### src/hdl/ito_pkg.sv
/*
  Constants, types and register map of the input terminal override logic.
  Assumes one 50 MHz clock, a synchronous active-high reset and a classic
  Wishbone slave port with 32-bit data.
*/
// Overview of operation
// - function code 50 on an input applies the stored offset to the setpoint.
// - offset is combined with the setpoint only while the offset input is on.
// - offset direction setting chooses add or subtract.
// - with the offset input off, the setpoint passes unmodified.
// - offset works whichever of the five frequency sources is selected.
// - functions are assignable to the five input slots only.
// - code 51 on forces frequency and run sources to the terminals, code 01.
// - force input off restores the configured frequency and run sources.
// - force change while driving stops the motor before the new sources apply.
// - code 52 on makes a run command act at once, skipping the start sequence.
// - ready input off means a run command goes through the normal start.
// - ready input on keeps the output stage active without a run command.
package ito_pkg;

  // ==========================================================================
  // widths and counts
  localparam int FREQ_W = 16;
  localparam int N_SLOTS = 5;
  localparam int N_FSRC = 5;
  localparam int N_RSRC = 4;
  localparam int CODE_W = 6;

  // ==========================================================================
  // input function codes and source codes
  localparam logic [CODE_W-1:0] FN_ADD = 6'h32;
  localparam logic [CODE_W-1:0] FN_FORCE = 6'h33;
  localparam logic [CODE_W-1:0] FN_READY = 6'h34;
  localparam logic [2:0] FSRC_TERMINAL = 3'h1;
  localparam logic [1:0] RSRC_TERMINAL = 2'h1;
  localparam logic [2:0] FSRC_LAST = 3'h4;

  // ==========================================================================
  // start sequence timing
  localparam int CLK_PERIOD_NS = 20;
  localparam int START_TIME_US = 10;
  localparam int START_CYC = (START_TIME_US * 1000 + CLK_PERIOD_NS - 1) / CLK_PERIOD_NS;
  localparam int CNT_W = 10;
  localparam logic [CNT_W-1:0] START_LAST = CNT_W'(START_CYC - 1);

  // ==========================================================================
  // register map, byte addresses
  localparam logic [7:0] ADDR_CTRL = 8'h00;
  localparam logic [7:0] ADDR_OFFSET = 8'h04;
  localparam logic [7:0] ADDR_SLOTS = 8'h08;
  localparam logic [7:0] ADDR_STATUS = 8'h0C;
  localparam logic [7:0] ADDR_SETPT = 8'h10;
  // control field positions
  localparam int CTRL_FSRC_LSB = 0;
  localparam int CTRL_RSRC_LSB = 4;
  localparam int CTRL_DIR_BIT = 8;
  // reset values and the saturation ceiling
  localparam logic [2:0] FSRC_RESET = 3'h0;
  localparam logic [1:0] RSRC_RESET = 2'h2;
  localparam logic [FREQ_W-1:0] OFFSET_RESET = 16'h0000;
  localparam logic [CODE_W-1:0] SLOT_RESET = 6'h00;
  localparam logic [FREQ_W-1:0] FREQ_MAX = 16'hFFFF;

  // ==========================================================================
  // types
  typedef enum logic [3:0] {
    ST_STOPPED = 4'h1,
    ST_STARTING = 4'h2,
    ST_RUNNING = 4'h4,
    ST_STOPPING = 4'h8
  } ito_state_t;

  typedef logic [N_SLOTS-1:0][CODE_W-1:0] ito_slots_t;

  // setpoints of the five frequency sources and the run requests per run source
  typedef struct packed {
    logic [N_FSRC-1:0][FREQ_W-1:0] freq;
    logic [N_RSRC-1:0] run_req;
  } ito_src_t;

  // decoded input functions
  typedef struct packed {
    logic add_on;
    logic force_on;
    logic ready_on;
  } ito_fn_t;

endpackage : ito_pkg

### src/hdl/ito_slot_decode.sv
/*
  Decoder of the five programmable input slots into function levels.
  Assumes terminal inputs synchronous to core_clk and slot codes held stable
  by the register file.
*/
`timescale 1ns/1ps
module ito_slot_decode
  import ito_pkg::*;
(
  // clock and reset
  input wire logic core_clk,
  input wire logic srst,
  // terminals and slot codes
  input wire logic [N_SLOTS-1:0] term_in,
  input wire ito_slots_t slot_code,
  // decoded functions
  output ito_fn_t fn
);

  typedef struct packed {
    ito_fn_t fn;
  } ito_dec_state_t;

  ito_dec_state_t st;
  ito_dec_state_t next_st;
  logic [N_SLOTS-1:0] hit_add;
  logic [N_SLOTS-1:0] hit_force;
  logic [N_SLOTS-1:0] hit_ready;

  // ==========================================================================
  // per-slot match: a function is live only if a slot carries its code
  for (genvar i = 0; i < N_SLOTS; i++) begin : g_slot
    assign hit_add[i] = term_in[i] && (slot_code[i] == FN_ADD);
    assign hit_force[i] = term_in[i] && (slot_code[i] == FN_FORCE);
    assign hit_ready[i] = term_in[i] && (slot_code[i] == FN_READY);
  end

  // combine slots; several slots with one code behave as a wired or
  always_comb begin
    next_st = st;
    next_st.fn.add_on = |hit_add;
    next_st.fn.force_on = |hit_force;
    next_st.fn.ready_on = |hit_ready;
  end

  // sampled each cycle
  always_ff @(posedge core_clk) begin
    if (srst) begin
      st <= '0;
    end else begin
      st <= next_st;
    end
  end

  assign fn = st.fn;
endmodule : ito_slot_decode

### src/hdl/ito_override.sv
/*
  Input terminal override logic: offset frequency, forced terminal sources
  and ready mode, with a Wishbone register file.
  Assumes a classic Wishbone master, terminal inputs synchronous to core_clk,
  and a downstream motor loop that reports when the motor has stopped.
*/
`timescale 1ns/1ps
module ito_override
  import ito_pkg::*;
(
  // clock and reset
  input wire logic core_clk,
  input wire logic srst,
  // wishbone slave
  input wire logic wb_cyc_i,
  input wire logic wb_stb_i,
  input wire logic wb_we_i,
  input wire logic [7:0] wb_adr_i,
  input wire logic [3:0] wb_sel_i,
  input wire logic [31:0] wb_dat_i,
  output logic [31:0] wb_dat_o,
  output logic wb_ack_o,
  // intelligent input terminals and sources
  input wire logic [N_SLOTS-1:0] term_in,
  input wire ito_src_t src,
  input wire logic motor_stopped,
  // to the motor control loop
  output logic [FREQ_W-1:0] freq_setpoint,
  output logic [2:0] freq_src_eff,
  output logic [1:0] run_src_eff,
  output logic motor_run,
  output logic stage_enable
);

  // ==========================================================================
  // state
  typedef struct packed {
    logic [2:0] fsrc_sel;
    logic [1:0] rsrc_sel;
    logic offset_dir;
    logic [FREQ_W-1:0] offset_freq;
    ito_slots_t slots;
    logic ack;
    logic [31:0] dat;
    ito_state_t mode;
    logic [CNT_W-1:0] cnt;
    logic force_applied;
    logic [FREQ_W-1:0] freq;
    logic [2:0] fsrc;
    logic [1:0] rsrc;
    logic run;
    logic stage;
  } ito_core_state_t;

  localparam ito_core_state_t RESET_ST = '{
    fsrc_sel: FSRC_RESET,
    rsrc_sel: RSRC_RESET,
    offset_dir: 1'b0,
    offset_freq: OFFSET_RESET,
    slots: {N_SLOTS{SLOT_RESET}},
    ack: 1'b0,
    dat: 32'h0000_0000,
    mode: ST_STOPPED,
    cnt: '0,
    force_applied: 1'b0,
    freq: '0,
    fsrc: FSRC_RESET,
    rsrc: RSRC_RESET,
    run: 1'b0,
    stage: 1'b0
  };

  ito_core_state_t st;
  ito_core_state_t next_st;
  ito_fn_t fn;

  // ==========================================================================
  // slot decoder
  ito_slot_decode ito_slot_decode_inst (
    .core_clk(core_clk),
    .srst(srst),
    .term_in(term_in),
    .slot_code(st.slots),
    .fn(fn)
  );

  // merge a write under byte enables
  function automatic logic [31:0] merge(input logic [31:0] old, input logic [31:0] wd,
                                        input logic [3:0] sel);
    logic [31:0] r;
    r = old;
    for (int b = 0; b < 4; b++) begin
      if (sel[b]) begin
        r[b*8 +: 8] = wd[b*8 +: 8];
      end
    end
    return r;
  endfunction : merge

  // ==========================================================================
  // combinational helpers
  logic [31:0] ctrl_word;
  logic [31:0] slots_word;
  logic [31:0] status_word;
  logic [2:0] fsrc_use;
  logic [1:0] rsrc_use;
  logic [FREQ_W-1:0] base_freq;
  logic [FREQ_W:0] sum_freq;
  logic [FREQ_W-1:0] adj_freq;
  logic run_cmd;
  logic wb_req;

  // the committed force state chooses the sources, not the raw input
  always_comb begin
    fsrc_use = st.force_applied ? FSRC_TERMINAL : st.fsrc_sel;
    rsrc_use = st.force_applied ? RSRC_TERMINAL : st.rsrc_sel;
  end

  // pick the active source; codes beyond the five sources give zero
  always_comb begin
    base_freq = '0;
    if (fsrc_use <= FSRC_LAST) begin
      base_freq = src.freq[fsrc_use];
    end
    run_cmd = src.run_req[rsrc_use];
  end

  // offset with saturation so a subtraction never wraps to a high speed
  always_comb begin
    sum_freq = '0;
    adj_freq = base_freq;
    if (fn.add_on) begin
      if (st.offset_dir) begin
        sum_freq = {1'b0, base_freq} - {1'b0, st.offset_freq};
        adj_freq = sum_freq[FREQ_W] ? '0 : sum_freq[FREQ_W-1:0];
      end else begin
        sum_freq = {1'b0, base_freq} + {1'b0, st.offset_freq};
        adj_freq = sum_freq[FREQ_W] ? FREQ_MAX : sum_freq[FREQ_W-1:0];
      end
    end
  end

  // register images
  always_comb begin
    ctrl_word = '0;
    ctrl_word[CTRL_FSRC_LSB +: 3] = st.fsrc_sel;
    ctrl_word[CTRL_RSRC_LSB +: 2] = st.rsrc_sel;
    ctrl_word[CTRL_DIR_BIT] = st.offset_dir;
    slots_word = {2'b00, st.slots};
    status_word = {19'h0_0000, st.fsrc, st.rsrc, st.mode, st.force_applied,
                   fn.ready_on, fn.force_on, fn.add_on};
  end

  assign wb_req = wb_cyc_i && wb_stb_i && !st.ack;

  // ==========================================================================
  // next state
  always_comb begin
    logic [31:0] wv;
    wv = '0;
    next_st = st;
    // wishbone: ack one cycle after the strobe, dropped the cycle after
    next_st.ack = wb_req;
    next_st.dat = '0;
    if (wb_req) begin
      if (wb_adr_i == ADDR_CTRL) begin
        next_st.dat = ctrl_word;
        if (wb_we_i) begin
          wv = merge(ctrl_word, wb_dat_i, wb_sel_i);
          next_st.fsrc_sel = wv[CTRL_FSRC_LSB +: 3];
          next_st.rsrc_sel = wv[CTRL_RSRC_LSB +: 2];
          next_st.offset_dir = wv[CTRL_DIR_BIT];
        end
      end else if (wb_adr_i == ADDR_OFFSET) begin
        next_st.dat = {16'h0000, st.offset_freq};
        if (wb_we_i) begin
          wv = merge({16'h0000, st.offset_freq}, wb_dat_i, wb_sel_i);
          next_st.offset_freq = wv[FREQ_W-1:0];
        end
      end else if (wb_adr_i == ADDR_SLOTS) begin
        next_st.dat = slots_word;
        if (wb_we_i) begin
          wv = merge(slots_word, wb_dat_i, wb_sel_i);
          next_st.slots = wv[N_SLOTS*CODE_W-1:0];
        end
      end else if (wb_adr_i == ADDR_STATUS) begin
        next_st.dat = status_word;
      end else if (wb_adr_i == ADDR_SETPT) begin
        next_st.dat = {16'h0000, st.freq};
      end else begin
        next_st.dat = '0;
      end
    end

    // run sequencer
    case (st.mode)
      ST_STOPPED: begin
        next_st.run = 1'b0;
        if (fn.force_on != st.force_applied) begin
          next_st.force_applied = fn.force_on; // idle: new sources apply at once
        end else if (run_cmd) begin
          if (fn.ready_on) begin
            next_st.mode = ST_RUNNING;
            next_st.run = 1'b1;
          end else begin
            next_st.mode = ST_STARTING;
            next_st.cnt = '0;
          end
        end
      end
      ST_STARTING: begin
        next_st.cnt = st.cnt + CNT_W'(1);
        if (fn.force_on != st.force_applied) begin
          next_st.mode = ST_STOPPING;
          next_st.run = 1'b0;
        end else if (!run_cmd) begin
          next_st.mode = ST_STOPPED;
        end else if (st.cnt == START_LAST) begin
          next_st.mode = ST_RUNNING;
          next_st.run = 1'b1;
        end
      end
      ST_RUNNING: begin
        if (fn.force_on != st.force_applied) begin
          next_st.mode = ST_STOPPING;
          next_st.run = 1'b0;
        end else if (!run_cmd) begin
          next_st.mode = ST_STOPPED;
          next_st.run = 1'b0;
        end
      end
      ST_STOPPING: begin
        next_st.run = 1'b0;
        if (motor_stopped) begin
          next_st.force_applied = fn.force_on;
          next_st.mode = ST_STOPPED;
        end
      end
      default: begin
        next_st.mode = ST_STOPPED;
        next_st.run = 1'b0;
      end
    endcase

    // outputs follow the inputs one cycle later
    next_st.fsrc = fsrc_use;
    next_st.rsrc = rsrc_use;
    next_st.freq = adj_freq;
    next_st.stage = next_st.run || (next_st.mode == ST_STARTING) || fn.ready_on;
  end

  // ==========================================================================
  // state register
  always_ff @(posedge core_clk) begin
    if (srst) begin
      st <= RESET_ST;
    end else begin
      st <= next_st;
    end
  end

  assign wb_ack_o = st.ack;
  assign wb_dat_o = st.dat;
  assign freq_setpoint = st.freq;
  assign freq_src_eff = st.fsrc;
  assign run_src_eff = st.rsrc;
  assign motor_run = st.run;
  assign stage_enable = st.stage;
endmodule : ito_override

### config.mk
export PLATFORM = sky130hd
export DESIGN_NAME = ito_override
export DESIGN_NICKNAME = d
export VERILOG_FILES = /design/src/hdl/ito_pkg.sv /design/src/hdl/ito_slot_decode.sv /design/src/hdl/ito_override.sv
export SDC_FILE = /design/constraint.sdc
export NUM_CORES = 1
export LEC_CHECK = 0
export BUFFER_PORTS_ARGS = -buffer_cell sky130_fd_sc_hd__buf_2
export CAP_MARGIN = 15
export CORE_ASPECT_RATIO = 0.8
export CORE_UTILIZATION = 59
export DETAILED_ROUTE_END_ITERATION = 12
export GPL_TIMING_DRIVEN = 0
export PLACE_DENSITY = 0.93
export SYNTH_ARGS = -nofsm -noshare
export SYNTH_HDL_FRONTEND = slang
export SYNTH_SLANG_ARGS = --single-unit
### constraint.sdc
create_clock -name core_clk -period 10.1 [get_ports core_clk]
set_input_delay 1.01 -clock core_clk [delete_from_list [all_inputs] [get_ports core_clk]]
set_output_delay 1.01 -clock core_clk [all_outputs]
set_load 0.1 [all_outputs]
==> flow_metrics.tcl, run 1 <==
set metrics [dict create \
    die_area_mm2 0.01400 \
    coreArea_mm2 0.01301 \
    crit_required_ns 10.38 \
    start_util 0.6136 \
    clk_latency_ns 0.43 \
    antennaDiodeCount 0 \
    cts.path.max_buffers 2 \
    skew_ns 0.009486 \
    firstDrtPassIters 8 \
    maxSlewViolCount 0 \
    fin_crit_sh 0.5271 \
    drt_iter0_markers 1246 \
    via_count 8690 \
    async_flop_share 0 \
    fin_nets 1405 \
    grt_use_total 0.3674 \
    cp.arrival_ns 5.61 \
    syn2layout_area_growth_pct 21.99 \
    chipHeight_um 106.0 \
    drc 0 \
    grt_overflow 0 \
    ios 195 \
    synthCells 1019 \
    fin_cells 1414 \
    globalplace.congestion 1.049 \
    clkTransAtPathRegs_ns 0.06 \
    grt_max_degree 17 \
    timing.fmax_ghz 0.1878 \
    synth-edff-count 0 \
    cp-end-kind "register" \
    synth_seq_cells 124 \
    grt_pass1_vias 7921 \
    hold_viol 0 \
    fin_util 0.7486 \
    cts_root_buffer "clkbuf_16" \
    dp_hpwl_um 18750 \
    hp-class "reg2reg" \
    synth_warnings 0 \
    synth_cell_types 69 \
    placedCellCount 1382 \
    syn_avg_cell_area_um2 7.834 \
    antenna_found_initial 0 \
    grt_setup_unrepaired "false" \
    tightest_slew_ns 0.8821 \
    status "finished, final reports clean" \
    die_w_um 132.0 \
    routedWlPerCell_um 18.24 \
    htree_num_levels 4 \
    layout_common_cells "buf_2 (201), nor2_1 (126), dfxtp_1 (124), a21oi_1 (99), nand2_1 (82)" \
    setup_viol_count_final 0 \
    fin_hold_ws_ns 0.4669 \
    fin_crit_ns 5.324 \
    route.antenna.remaining_nets 0 \
    drive_gt1_frac 0.2437 \
    cts_made_buffers 17 \
    cts_tree "done" \
    cts_setup_buffers 0 \
    portBuffers 187 \
    power_density_mw_per_mm2 131.5 \
    route.final.wire_length_um 25790 \
    synth_ff_type "dfxtp_1" \
    viasPerCell 6.146 \
    finalPower_mw 1.281 \
    crit_type "reg2reg" \
    crit_path_max_fanout 10 \
    cts_resized 0 \
    cap_viol_max_count 0 \
    p_leak_nw 4.180 \
    cts_sinks 124 \
    yosysSeqAreaShare 0.3110 \
    synth_area_mm2 0.007983 \
    hold_buffers 0 \
    worst_setup_path_start_kind "register" \
    slew_headroom 0.4037 \
    final_common_cell "buf_2" \
    grt_first_pass_wirelength_um 40490 \
    vdd_drop_max_mv 0.09039 \
    fin_tns_setup_ns 0 \
    num_rows 37 \
]
==> metrics by stage <==
step / area [µm²] / worst slack [ns]
after floorplan: 7986 / 6.374
after global placement: 9141 / 5.127
after detailed placement: 9141 / 5.025
after CTS: 9738 / 4.955
after global routing: 9738 / 4.423
final: 9738 / 4.776
==> cell type report <==
cell class / count / area (µm²)
Timing Repair Buffer: 187 / 935.9
Buffer: 111 / 648.1
Fill cell: 930 / 3271
Clock inverter: 14 / 157.7
Tap cell: 175 / 219.0
Clock buffer: 18 / 439.2
Multi-Input combinational cell: 738 / 4679
Sequential cell: 124 / 2482
Inverter: 47 / 176.4
==> critical path, cell delays in order (launching register included) <==
cell and delay (ns):
dfxtp_1 0.31, clkbuf_1 0.28, buf_2 0.29, buf_1 0.36
buf_1 0.50, a21oi_1 0.14, o21ai_0 0.51, ha_1 0.34
buf_2 0.18, a2111oi_0 0.44, o21ai_0 0.25, a21oi_1 0.48
o31ai_2 0.21, and2_1 0.22, buf_2 0.19, a221oi_1 0.38
nor3_1 0.08
==> cells by family after synthesis <==
logic type,after synthesis,synth area share
fa+ha+maj,40,0.06458
flops,124,0.3110
mux,58,0.07288
other cells,1,0.0004698
compound gates,246,0.1925
buf+inv,158,0.1033
xor+xnor,30,0.03292
simple gates,362,0.2224
==> state kept, by name (all words and copies together), names as in the netlist <==
signal	flops
st	31
slots_word	30
wb_dat_o	30
freq_setpoint	16
ctrl_word	6
freq_src_eff	3
ito_slot_decode_inst.fn	3
run_src_eff	2
motor_run	1
stage_enable	1
wb_ack_o	1
==> Yosys cell counts, types with 6 or more instances <==
cell type / instances / area share
a221oi_1: 16 / 0.018
xor2_1: 13 / 0.014
nand2b_1: 12 / 0.0094
o21ai_0: 50 / 0.031
mux2i_1: 57 / 0.071
xnor2_1: 17 / 0.019
and3_1: 23 / 0.018
a31oi_1: 7 / 0.0055
inv_1: 47 / 0.022
nor3_1: 25 / 0.016
nand4_1: 7 / 0.0055
or3_1: 6 / 0.0047
ha_1: 38 / 0.060
nand3_1: 26 / 0.016
buf_4: 53 / 0.050
nand2_1: 82 / 0.039
a21oi_1: 99 / 0.062
buf_2: 14 / 0.0088
a211oi_1: 24 / 0.023
nor2b_1: 12 / 0.0094
nor2_1: 126 / 0.059
dfxtp_1: 124 / 0.31
clkbuf_1: 34 / 0.016
buf_1: 8 / 0.0038
a222oi_1: 10 / 0.013
==> per-layer routing <==
layer,routed length (µm),global-route usage,vias up
met3,3170,0.07296,125
met2,11560,0.5949,673
met4,1183,0.1952,0
li1,-,-,3959
met1,9876,0.4633,3933
met5,0,0,-
==> final timing paths <==
path                  start                end  slack [ns]  depth (start not counted)
max                  st[23]  freq_setpoint[14]        4.78                         16
min          slots_word[22]     slots_word[22]        0.47                          2
max reg2reg          st[23]  freq_setpoint[14]        4.78                         16
min reg2reg  slots_word[22]     slots_word[22]        0.47                          2
==> report_power, final <==
| part | leakage [nW] | internal [mW] | total, mW | switching, mW |
|---|---|---|---|---|
| combinational | 2.89 | 0.0587 | 0.169 | 0.110 |
| clock | 0.290 | 0.374 | 0.613 | 0.240 |
| sequential | 1.00 | 0.494 | 0.499 | 0.00432 |
| total | 4.18 | 0.927 | 1.28 | 0.354 |
Power figures use the tool's default switching activity.
==> inputs of run 2 (changes only) <==
Settings changed: CORE_UTILIZATION 59 to 55, PLACE_DENSITY 0.93 to 0.88.
Clock period 10.1 ns to 5.2 ns, I/O delays scaled along.
==> flow_metrics.tcl, run 2 (same netlist as run 1, synthesis figures left out) <==
set metrics [dict create \
    status "finished, final reports clean" \
    start_util 0.5770 \
    fin_hold_ws_ns 0.3348 \
    maxSlewViolCount 0 \
    routedWlPerCell_um 18.03 \
    coreArea_mm2 0.01384 \
    ios 195 \
    drt_iter0_markers 888 \
    finalPower_mw 2.485 \
    holdCritStartpoint "wb_dat_i[21]" \
    num_rows 38 \
    die_area_mm2 0.01500 \
    fin_cells 1419 \
    firstDrtPassIters 5 \
    hold_viol 0 \
    drc 0 \
    cap_viol_max_count 0 \
    cts_setup_buffers 0 \
    holdPathEnd "slots_word[21]" \
    r2r_setup_slack_ns 0.31 \
    power_density_mw_per_mm2 254.6 \
    slew_headroom 0.3807 \
    viasPerCell 5.942 \
    p_leak_nw 4.193 \
    grt_pass1_vias 7673 \
    grt_setup_unrepaired "false" \
    p_sw_frac 0.3072 \
    die_w_um 136.7 \
    dp_hpwl_um 19570 \
    p_int_mw 1.721 \
    fin_crit_ns 4.888 \
    largest_register "st" \
    antenna_found_initial 0 \
    largest_reg_flops 31 \
    cts.path.max_buffers 2 \
    antennaDiodeCount 0 \
    globalplace.congestion 0.9352 \
    grt_first_pass_wirelength_um 39270 \
    syn2layout_area_growth_pct 22.24 \
    power_frac_comb 0.132 \
    tightest_slew_ns 0.9227 \
    vdd_drop_max_mv 0.2369 \
    worst_setup_path_start_kind "register" \
    htree_num_levels 4 \
    grt_use_total 0.3481 \
    cts_sinks 124 \
    clkTransAtPathRegs_ns 0.07 \
    cts_tree "done" \
    r2r_end "freq_setpoint[14]" \
    cts_resized 0 \
    grt_max_degree 17 \
    crit_required_ns 5.52 \
    portBuffers 187 \
    switchingPower_uw 763.4 \
    cts_root_buffer "clkbuf_16" \
    design_area_mm2 0.009758 \
    min_path_cells 3 \
    hold_buffers 0 \
    crit_path_max_fanout 10 \
    chipHeight_um 109.8 \
    cts_made_buffers 17 \
    layout_common_cells "buf_2 (201), nor2_1 (126), dfxtp_1 (124), a21oi_1 (98), nand2_1 (82)" \
    hp-class "in2reg" \
    grt_overflow 0 \
    crit_type "reg2reg" \
    dpl-instance-area_mm2 0.009148 \
    fin_crit_sh 0.9400 \
    skew_ns 0.01055 \
    route.final.wire_length_um 25580 \
    seqPwrFrac 0.389 \
    timing.fmax_ghz 0.2046 \
    setup_viol_count_final 0 \
    fin_nets 1405 \
    rr_worst_depth 15 \
    final_common_cell "buf_2" \
    clk_latency_ns 0.43 \
    route.antenna.remaining_nets 0 \
    cp-end-kind "register" \
    cp.arrival_ns 5.21 \
    drive_gt1_frac 0.2470 \
    r2r_start "st[23]" \
    via_count 8431 \
    power.share.clock 0.479 \
    fin_tns_setup_ns 0 \
    placedCellCount 1387 \
]
-- run 2: changes by cell type in the layout (fill, tap and decap cells not counted), sizes merged --
cell	before	now
buf	264	263
bufinv	2	0
inv	52	57
clkinvlp	2	0
-- run 2: power groups by stage --
| stage | Combinational, mW | Clock, mW | Sequential (mW) |
|---|---|---|---|
| floorplan | 0.206 | 0 | 0.989 |
| global placement | 0.315 | 0 | 0.988 |
| detailed placement | 0.319 | 0 | 0.988 |
| CTS | 0.322 | 1.19 | 0.966 |
| global route | 0.351 | 1.24 | 0.966 |
| finish | 0.327 | 1.19 | 0.966 |
-- run 2: worst max path at each step --
| stage | startpoint | endpoint | depth (start not counted) |
|---|---|---|---|
| 6_report | st[23] | freq_setpoint[14] | 15 |
| 5_1_grt | st[23] | freq_setpoint[10] | 16 |
| 4_1_cts | st[23] | freq_setpoint[14] | 16 |
| 3_5_place_dp | st[23] | freq_setpoint[9] | 16 |
| 3_3_place_gp | st[23] | freq_setpoint[11] | 16 |
| 2_1_floorplan | st[23] | freq_setpoint[10] | 16 |
-- run 2: per-stage QoR --
step           setup WS (ns)  utilization
6_report              0.3120       0.7053
5_1_grt              0.07668       0.7053
4_1_cts              0.05013       0.7041
3_5_place_dp         0.07339       0.6612
3_3_place_gp         0.04960       0.6612
2_1_floorplan          1.474            -
-- run 2: layout make-up --
| cell class | instances | area, µm² |
|---|---|---|
| Buffer | 111 | 651.9 |
| Multi-Input combinational cell | 738 | 4692 |
| Tap cell | 180 | 225.2 |
| Fill cell | 1147 | 4078 |
| Timing Repair Buffer | 187 | 935.9 |
| Inverter | 47 | 176.4 |
| Sequential cell | 124 | 2482 |
| Clock buffer | 17 | 425.4 |
| Clock inverter | 15 | 168.9 |
-- run 2: per-layer routing --
| layer | vias to the layer above | GRT usage | routed length, µm |
|---|---|---|---|
| met1 | 3850 | 0.4503 | 10610 |
| met2 | 532 | 0.5529 | 11220 |
| li1 | 3971 | - | - |
| met4 | 0 | 0.1548 | 1005 |
| met3 | 78 | 0.08068 | 2739 |
| met5 | - | 0 | 0 |
-- run 2: worst max-delay path, cell delays in order (launching register included) --
cell	delay, ns
dfxtp_1	0.31
clkbuf_1	0.25
buf_2	0.30
buf_1	0.36
clkbuf_2	0.36
a21oi_1	0.11
o21ai_0	0.71
ha_1	0.37
buf_2	0.18
or3_1	0.41
nor2_1	0.19
a21boi_1	0.15
o21ai_0	0.40
clkbuf_2	0.36
a221oi_1	0.09
nor3_1	0.22
